==> src/ilpf_pkg.sv <==
// Shared constants and pin synchroniser for the legacy ISA-side pin functions.
// Assumes one 40 MHz clock standing in for the PCI clock and an active-low asynchronous reset.
`timescale 1ns/1ps
package ilpf_pkg;
    // Clock and timing
    localparam int CLK_MHZ = 40;
    localparam int BCLK_DIV = 4;
    localparam int INIT_PULSE_NS = 400;
    localparam int INIT_CYCLES = (INIT_PULSE_NS * CLK_MHZ + 999) / 1000;
    localparam int MIN_CYCLE_BCLKS = 4;
    // Interrupt 12 pin function select
    localparam logic [1:0] IRQ12_SEL_MERGE = 2'h0;
    localparam logic [1:0] IRQ12_SEL_SMBALERT = 2'h1;
    localparam logic [1:0] IRQ12_SEL_USBOC = 2'h2;
    localparam logic [1:0] IRQ12_SEL_MOUSE = 2'h3;
    // Interrupt controller line numbers
    localparam int IRQ_KBD = 1;
    localparam int IRQ_MOUSE = 12;
    localparam int IRQ_IDE_PRI = 14;
    localparam int IRQ_IDE_SEC = 15;
    localparam logic [15:0] IRQ_SHARED_MASK = 16'h0ef8;
    // Positions of the single pins in the synchronised vector
    localparam int SP_KBD = 0;
    localparam int SP_MOUSE = 1;
    localparam int SP_CHK_N = 2;
    localparam int SP_RDY = 3;
    localparam int SP_BIOS = 4;
    localparam int SP_A20G = 5;
    localparam int SP_KEYBOARD_RESET_CMD_N_N = 6;
    localparam int SP_PCI_INTERRUPT_A_N_N = 7;
    localparam int SYNC_W = 24;
    localparam logic [SYNC_W-1:0] SYNC_RST = 24'h0000c4;
endpackage : ilpf_pkg

////////////////////////////////////////////////////////////////////////////////
// Two-flop synchroniser; the first stage feeds only the second.
module ilpf_sync #(
    parameter int W = 1,
    parameter logic [W-1:0] RST_VAL = '0
) (
    // Clock and reset
    input wire logic clk_in,
    input wire logic reset_n_in,
    // Data
    input wire logic [W-1:0] async_in,
    output logic [W-1:0] sync_out
);
    logic [W-1:0] meta_q;
    logic [W-1:0] meta_d;
    logic [W-1:0] sync_q;
    logic [W-1:0] sync_d;

    // Next values of both stages
    always_comb begin
        meta_d = async_in;
        sync_d = meta_q;
    end

    // Stage registers
    always_ff @(posedge clk_in or negedge reset_n_in) begin
        if (!reset_n_in) begin
            meta_q <= RST_VAL;
            sync_q <= RST_VAL;
        end else begin
            meta_q <= meta_d;
            sync_q <= sync_d;
        end
    end

    assign sync_out = sync_q;
endmodule : ilpf_sync

==> src/ilpf_top.sv <==
// Legacy ISA-side pin functions: bus clock, keyboard interrupts, channel check and ready,
// multiplexed interrupt pins, BIOS bus select, gate A20 and keyboard reset.
// Assumes pins are asynchronous and configuration ports come from the clk_in domain.
// Contract
// - ISA bus clock is the PCI clock divided by four, about 8 MHz; the code gives 10 MHz from its 40 MHz clock.
// - Keyboard interrupt input drives interrupt controller line 1.
// - Mouse interrupt merges with the IRQ12 pin per two-bit select.
// - Low channel check input sets the system control port status bit.
// - Slave holding channel ready low extends the cycle until it rises.
// - Select turns eight IRQ pins into low bus master requests setting status.
// - IRQ12 select for SMBus alert, when enabled, raises SMI or SCI.
// - IRQ12 select for over-current, when enabled, feeds USB second source.
// - Primary native bit makes IRQ14 high shared IRQ combined with PCI line A.
// - Secondary native bit makes IRQ15 high shared IRQ combined with line A.
// - BIOS accesses go to ISA when select is 1, LPC when 0.
// - Current BIOS select level is readable by software.
// - Keyboard gate A20 input influences the A20 mask output.
// - A20 mask output is OR of keyboard gate and port A20 enable.
// - Low keyboard reset command generates an init interrupt to the processor.
`timescale 1ns/1ps
module ilpf_top
    import ilpf_pkg::*;
#(
    parameter int MIN_BCLKS = MIN_CYCLE_BCLKS,
    parameter int INIT_LEN = INIT_CYCLES
) (
    // Clock and reset
    input wire logic clk_in,
    input wire logic reset_n_in,
    // Pins from keyboard controller, ISA slaves and PCI
    input wire logic ext_keyboard_irq_in,
    input wire logic ext_mouse_irq_in,
    input wire logic channel_check_n_in,
    input wire logic channel_ready_in,
    input wire logic [15:0] irq_pins_in,
    input wire logic pci_interrupt_a_n_in,
    input wire logic bios_bus_select_in,
    input wire logic keyboard_gate_a20_in,
    input wire logic keyboard_reset_cmd_n_in,
    // Configuration
    input wire logic pm_pin_function_select_in,
    input wire logic [1:0] irq12_mux_config_in,
    input wire logic smbus_alert_enable_in,
    input wire logic usb_overcurrent_enable_in,
    input wire logic ide_primary_native_in,
    input wire logic ide_secondary_native_in,
    input wire logic a20_enable_bit_in,
    input wire logic channel_check_clear_in,
    input wire logic bus_master_status_clear_in,
    // ISA cycle control
    input wire logic cycle_start_in,
    output logic cycle_busy_out,
    output logic cycle_done_out,
    // Clock and interrupt outputs
    output logic bclk_out,
    output logic [15:0] pic_irq_out,
    output logic shared_pci_interrupt_a_n_out,
    output logic smbus_alert_out,
    output logic usb_overcurrent_second_n_out,
    // Status
    output logic channel_check_status_out,
    output logic bus_master_request_out,
    output logic bus_master_status_out,
    output logic bios_to_isa_out,
    output logic bios_select_level_out,
    // Processor open-drain pins
    output logic address_bit20_mask_n_out,
    output logic address_bit20_mask_n_oe_out,
    output logic init_n_out,
    output logic init_n_oe_out
);
    typedef enum logic [1:0] {CYC_IDLE, CYC_CMD, CYC_DONE} ilpf_cyc_t;

    logic [SYNC_W-1:0] s;
    logic [1:0] div_q, div_d;
    logic bclk_q, bclk_d, bclk_en;
    ilpf_cyc_t cyc_q, cyc_d;
    logic [7:0] wait_q, wait_d;
    logic [15:0] pic_q, pic_d;
    logic pci_interrupt_a_n_q, pci_interrupt_a_n_d, smb_q, smb_d, usboc_q, usboc_d;
    logic chk_q, chk_d, bmr_q, bmr_d, bms_q, bms_d, bios_q, bios_d, a20_q, a20_d;
    logic keyboard_reset_cmd_n_prev_q, keyboard_reset_cmd_n_prev_d;
    logic [7:0] init_q, init_d;

    // Bus master requests live on IRQ 11:9 and 7:3
    function automatic logic [7:0] ilpf_bm_reqs(input logic [15:0] pins);
        ilpf_bm_reqs = ~{pins[11:9], pins[7:3]};
    endfunction : ilpf_bm_reqs

    // Pin synchroniser
    ilpf_sync #(.W(SYNC_W), .RST_VAL(SYNC_RST)) u_sync (
        .clk_in(clk_in),
        .reset_n_in(reset_n_in),
        .async_in({irq_pins_in, pci_interrupt_a_n_in, keyboard_reset_cmd_n_in, keyboard_gate_a20_in,
                   bios_bus_select_in, channel_ready_in, channel_check_n_in, ext_mouse_irq_in,
                   ext_keyboard_irq_in}),
        .sync_out(s)
    );

    ////////////////////////////////////////////////////////////////////////////
    // Clock divider and ISA cycle sequencer
    always_comb begin
        div_d = div_q + 2'h1;
        bclk_d = div_q[1];
        bclk_en = (div_q == 2'(BCLK_DIV - 1));
        cyc_d = cyc_q;
        wait_d = wait_q;
        unique case (cyc_q)
            CYC_IDLE: begin
                wait_d = 8'h00;
                if (cycle_start_in) begin
                    cyc_d = CYC_CMD;
                end
            end
            CYC_CMD: begin
                if (bclk_en) begin
                    if (wait_q < 8'(MIN_BCLKS - 1)) begin
                        wait_d = wait_q + 8'h01;
                    end else if (s[SP_RDY]) begin
                        cyc_d = CYC_DONE;
                    end
                end
            end
            CYC_DONE: begin
                cyc_d = CYC_IDLE;
            end
            default: begin
                cyc_d = CYC_IDLE;
            end
        endcase
    end

    // Divider and sequencer registers
    always_ff @(posedge clk_in or negedge reset_n_in) begin
        if (!reset_n_in) begin
            div_q <= 2'h0;
            bclk_q <= 1'b0;
            cyc_q <= CYC_IDLE;
            wait_q <= 8'h00;
        end else begin
            div_q <= div_d;
            bclk_q <= bclk_d;
            cyc_q <= cyc_d;
            wait_q <= wait_d;
        end
    end

    assign bclk_out = bclk_q;
    assign cycle_busy_out = (cyc_q == CYC_CMD);
    assign cycle_done_out = (cyc_q == CYC_DONE);

    ////////////////////////////////////////////////////////////////////////////
    // Interrupt routing, pin functions, flags and init pulse
    always_comb begin
        pic_d = s[SYNC_W-1:8] & IRQ_SHARED_MASK & {16{~pm_pin_function_select_in}};
        pic_d[IRQ_KBD] = s[SP_KBD];
        unique case (irq12_mux_config_in)
            IRQ12_SEL_MERGE: pic_d[IRQ_MOUSE] = s[SP_MOUSE] | s[8 + IRQ_MOUSE];
            default: pic_d[IRQ_MOUSE] = s[SP_MOUSE];
        endcase
        pic_d[IRQ_IDE_PRI] = s[8 + IRQ_IDE_PRI] & ~ide_primary_native_in;
        pic_d[IRQ_IDE_SEC] = s[8 + IRQ_IDE_SEC] & ~ide_secondary_native_in;
        pci_interrupt_a_n_d = ~(~s[SP_PCI_INTERRUPT_A_N_N] | (ide_primary_native_in & s[8 + IRQ_IDE_PRI])
                   | (ide_secondary_native_in & s[8 + IRQ_IDE_SEC]));
        smb_d = (irq12_mux_config_in == IRQ12_SEL_SMBALERT) & smbus_alert_enable_in
                & ~s[8 + IRQ_MOUSE];
        usboc_d = ~((irq12_mux_config_in == IRQ12_SEL_USBOC) & usb_overcurrent_enable_in
                  & ~s[8 + IRQ_MOUSE]);
        chk_d = ~s[SP_CHK_N] | (chk_q & ~channel_check_clear_in);
        bmr_d = pm_pin_function_select_in & (|ilpf_bm_reqs(s[SYNC_W-1:8]));
        bms_d = bmr_d | (bms_q & ~bus_master_status_clear_in);
        bios_d = s[SP_BIOS];
        a20_d = s[SP_A20G] | a20_enable_bit_in;
        keyboard_reset_cmd_n_prev_d = s[SP_KEYBOARD_RESET_CMD_N_N];
        init_d = (init_q != 8'h00) ? init_q - 8'h01 : 8'h00;
        if (keyboard_reset_cmd_n_prev_q && !s[SP_KEYBOARD_RESET_CMD_N_N]) begin
            init_d = 8'(INIT_LEN);
        end
    end

    // Routing and flag registers
    always_ff @(posedge clk_in or negedge reset_n_in) begin
        if (!reset_n_in) begin
            pic_q <= 16'h0000;
            pci_interrupt_a_n_q <= 1'b1;
            smb_q <= 1'b0;
            usboc_q <= 1'b1;
            chk_q <= 1'b0;
            bmr_q <= 1'b0;
            bms_q <= 1'b0;
            bios_q <= 1'b0;
            a20_q <= 1'b0;
            keyboard_reset_cmd_n_prev_q <= 1'b1;
            init_q <= 8'h00;
        end else begin
            pic_q <= pic_d;
            pci_interrupt_a_n_q <= pci_interrupt_a_n_d;
            smb_q <= smb_d;
            usboc_q <= usboc_d;
            chk_q <= chk_d;
            bmr_q <= bmr_d;
            bms_q <= bms_d;
            bios_q <= bios_d;
            a20_q <= a20_d;
            keyboard_reset_cmd_n_prev_q <= keyboard_reset_cmd_n_prev_d;
            init_q <= init_d;
        end
    end

    // Output drive; open-drain pins drive low only
    assign pic_irq_out = pic_q;
    assign shared_pci_interrupt_a_n_out = pci_interrupt_a_n_q;
    assign smbus_alert_out = smb_q;
    assign usb_overcurrent_second_n_out = usboc_q;
    assign channel_check_status_out = chk_q;
    assign bus_master_request_out = bmr_q;
    assign bus_master_status_out = bms_q;
    assign bios_to_isa_out = bios_q;
    assign bios_select_level_out = bios_q;
    assign address_bit20_mask_n_out = 1'b0;
    assign address_bit20_mask_n_oe_out = ~a20_q;
    assign init_n_out = 1'b0;
    assign init_n_oe_out = (init_q != 8'h00);
endmodule : ilpf_top

==> config.mk <==
export PLATFORM = sky130hd
export DESIGN_NAME = ilpf_top
export DESIGN_NICKNAME = d
export VERILOG_FILES = /design/src/ilpf_pkg.sv /design/src/ilpf_top.sv
export SDC_FILE = /design/constraint.sdc
export NUM_CORES = 1
export LEC_CHECK = 0
export ABC_CLOCK_PERIOD_IN_PS = 1750
export BUFFER_PORTS_ARGS = -buffer_cell sky130_fd_sc_hd__buf_2
export CAP_MARGIN = 20
export CORE_MARGIN = 2
export CORE_UTILIZATION = 30
export DETAILED_ROUTE_END_ITERATION = 16
export PLACE_DENSITY = 0.63
export RECOVER_POWER = 100
export SYNTH_ARGS = -nofsm -noshare
export SYNTH_HDL_FRONTEND = slang
export SYNTH_SLANG_ARGS = --single-unit
==> constraint.sdc <==
create_clock -name clk_in -period 1.75 [get_ports clk_in]
set_input_delay 0.0875 -clock clk_in [delete_from_list [all_inputs] [get_ports clk_in]]
set_output_delay 0.0875 -clock clk_in [all_outputs]
set_load 0.02 [all_outputs]
==> summary.md <==
| Metric | Value |
|---|---|
| Outcome | complete, but fails checks |
| Failing checks | setup timing |
| Via count | 1579 |
| Synth Area in Compound Gates | 0.0503 |
| Die width | ~97 µm |
| DRT antenna net count | 0 |
| Starting Density | 0.304 |
| Commonest non-fill, non-tap cell in the layout | dfrtp_1 |
| Htree depth | 3 |
| Most frequent cells in the layout | dfrtp_1 (71), dlygate4sd3_1 (30), clkbuf_1 (30), buf_2 (26), nor2b_1 (17) |
| Main combinational cell family by area after synthesis | simple AND/OR/NAND/NOR gates |
| Hold path startpoint | bus_master_status_clear_in |
| Rows | 34 |
| Layout Utilization | 0.410 |
| Max Transition Viols Final | 0 |
| Global-route wire length before repair | approximately 7500 µm |
| Tmin final | between 1.5 and 2 ns |
| Peak supply drop | approximately 500 µV |
| GRT overflow | 0 |
| Mapped Avg Cell Area | around 15 µm² |
| Setup skew after layout | between 0.01 and 0.015 ns |
| Max-cap violation count | 0 |
| IO buf count | 56 |
| Reg clk slew, reported paths | approximately 0.09 ns |
| Max Fclk | just over 500 MHz |
| Asr flop ratio synth | 1.00 |
| Reg-to-Reg Start | init_q[4]$_DFF_PN0_ |
| GR Layer Usage met1 | 0.116 |
| Met3 global-route usage | 0.0403 |
| Mapped Cells | about 170 |
| Endpoints failing setup | 1 |
| Gr usage total | 0.0999 |
| Register bit total from synthesis | 80 |
| Largest net degree at the start of global routing | 40 |
| Avg WL per Cell | approximately 11 µm |
| Worst-Margin Slew | a little over 0.9 ns |
| Hold_ws | 0.0220 ns |
| Drt pass-1 iters | 4 |
| Kind of critical path | reg -> out |
| Longest Clk Path Bufs | 2 |
| Cell Area, Synth | ~2600 µm² |
| CTS Buf Count | 9 |
| Initial antenna violation count | 0 |
| Final Routed Wirelength | about 4300 µm |
| Kind of start point of the critical path | register |
| Critical Path AT | 1.85 ns |
| Die ar. | ~9500 µm² |
| GP Congestion | ~0.73 |
| Simple-Gate Fraction of Synth Area | 0.122 |
| Crit share post-route | 1.11 |
| Share of cells above drive strength 1 | 0.225 |
| XOR/XNOR Fraction of Synth Area | 0.00671 |
| Power Density | about 1200 nW/µm² |
| CTS root buf | clkbuf_8 |
| Netlist cell types | 36 |
| Die height | around 97 µm |
| CP Capture Type | output pin |
| Ports | 68 |
| Setup WS post-layout | -0.185 ns |
| Post-Synth Adder-Cell Area | 0.0144 |
| Worst hold-check path type | in -> reg |
| Worst slack at placement | 0.0843 ns |
| Worst-path fanout max | 4 |
| Vias per cell | between 4 and 5 |
| Worst-Skew Late Latency | about 0.34 ns |
| Main synth FF type | dfrtp_1 |
| Critical path startpoint | init_q[4]$_DFF_PN0_ |
| Leakage | about 1.6 nW |
| Core ar. | roughly 8600 µm² |
| Max-slew headroom | 0.383 |
| Clk sinks | 80 |
| Register area share after synthesis | 0.771 |
| Post-synth EDFFs | 0 |
| Req. time, crit path | between 1.5 and 2 ns |
| HPWL Detailed | 2820 µm |
| Nets | 315 |
| Top Usage Layer GRT | met2 |
| Mux contribution to synthesized area | 0.00384 |
| DRC viols | 0 |
| Antenna cell count | 0 |
| CTS tree | yes |
| RSZ-0062 raised after global routing | yes |
| Vias in the first global route | roughly 1600 |
| Yosys warns | 0 |
| Synthesis-to-layout area growth | 34.9% |
| Initial DRC count | 19 |
| Final Hold Fails | 0 |
| Met2 Resource Use GR | 0.169 |
power by group:
group / internal, W / switching (W) / total, W
Sequential: 0.00203 / 0.000132 / 0.00216
Clock: 0.000689 / 0.000703 / 0.00139
Combinational: 0.000339 / 0.000360 / 0.000699
Total: 0.00306 / 0.00119 / 0.00425
worst max-delay path: stages (launching register included):
cell	delay (ns)
dfrtp_1	0.43
or4_4	0.50
or4_4	0.44
buf_6	0.15
path summary, 6_finish.rpt:
kind	end	slack, ns	depth (start not counted)
min in group asynchronous	pic_irq_out[15]$_DFF_PN0_	0.41	2
max in group asynchronous	pic_irq_out[7]$_DFF_PN0_	0.32	3
worst min-delay path	bus_master_status_out$_DFF_PN0_	0.02	3
worst max register to register	init_q[2]$_DFF_PN0_	0.06	5
worst max-delay path	init_n_oe_out	-0.18	3
worst min register to register	u_sync.sync_out[23]$_DFF_PN0_	0.34	0
final cells by class:
type	instances	area (µm²)
Multi-Input combinational cell	83	537
Clock inverter	7	85.1
Fill cell	851	5070
Inverter	7	26.3
Clock buffer	9	124
Timing Repair Buffer	94	602
Sequential cell	80	2010
Tap cell	108	135
per-stage QoR:
step | instances | total power, W | cell area [µm²] | setup TNS [ns]
2_1_floorplan | 177 | 0.00259 | 2630 | 0
3_3_place_gp | 340 | 0.00282 | 3050 | 0
3_5_place_dp | 340 | 0.00285 | 3050 | 0
4_1_cts | 387 | 0.00436 | 3570 | -0.212
5_1_grt | 388 | 0.00452 | 3520 | -0.282
6_report | 388 | 0.00425 | 3520 | -0.185
synth_stat cells (2+ instances only):
cell type | instances | area (µm²)
o21ai_0 | 2 | 10.0
buf_4 | 7 | 52.6
a21o_1 | 2 | 15.0
nor2_1 | 7 | 26.3
a21oi_1 | 4 | 20.0
nand4_1 | 3 | 18.8
o31ai_1 | 2 | 15.0
nor2b_1 | 17 | 106
o21a_1 | 2 | 15.0
dfrtp_1 | 71 | 1780
dfstp_2 | 9 | 236
inv_1 | 7 | 26.3
ha_1 | 3 | 37.5
and2_1 | 2 | 12.5
o211ai_1 | 3 | 22.5
nor4_1 | 2 | 12.5
or4_4 | 2 | 22.5
nand2_1 | 9 | 33.8
flip-flops by register name, indices dropped and copies added, names as in the netlist:
name and count:
wait_q 8, u_sync.meta_q 19, bus_master_request_out 1, cyc_q 2, usb_overcurrent_second_n_out 1, bios_select_level_out 1
smbus_alert_out 1, init_q 8, pic_irq_out 12, a20_q 1, bus_master_status_out 1, shared_pci_interrupt_a_n_out 1
channel_check_status_out 1, div_q 2, bclk_out 1, u_sync.sync_out 19, keyboard_reset_cmd_n_prev_q 1
per-layer routing:
metal,share of wire,vias to the layer above,wire (µm)
met5,0,-,0
met4,0.011,0,46
met3,0.052,6,223
met2,0.49,41,2120
met1,0.44,765,1900
li1,-,767,-
what timing repair did:
action	in CTS	in global routing
setup endpoints to repair	1	1
resized for setup	2	0
pin swaps	1	1
buffers inserted	2	0
hold endpoints to repair	55	1
hold buffers	29	1
cells by family after synthesis:
group | Yosys count
flip-flops | 80
other | 1
adder cells (fa/ha/maj) | 3
AND/OR/NAND/NOR | 53
buffers and inverters | 14
XOR/XNOR | 2
AO/OA/AOI/OAI | 18
multiplexers | 1
Power figures use the tool's default switching activity.
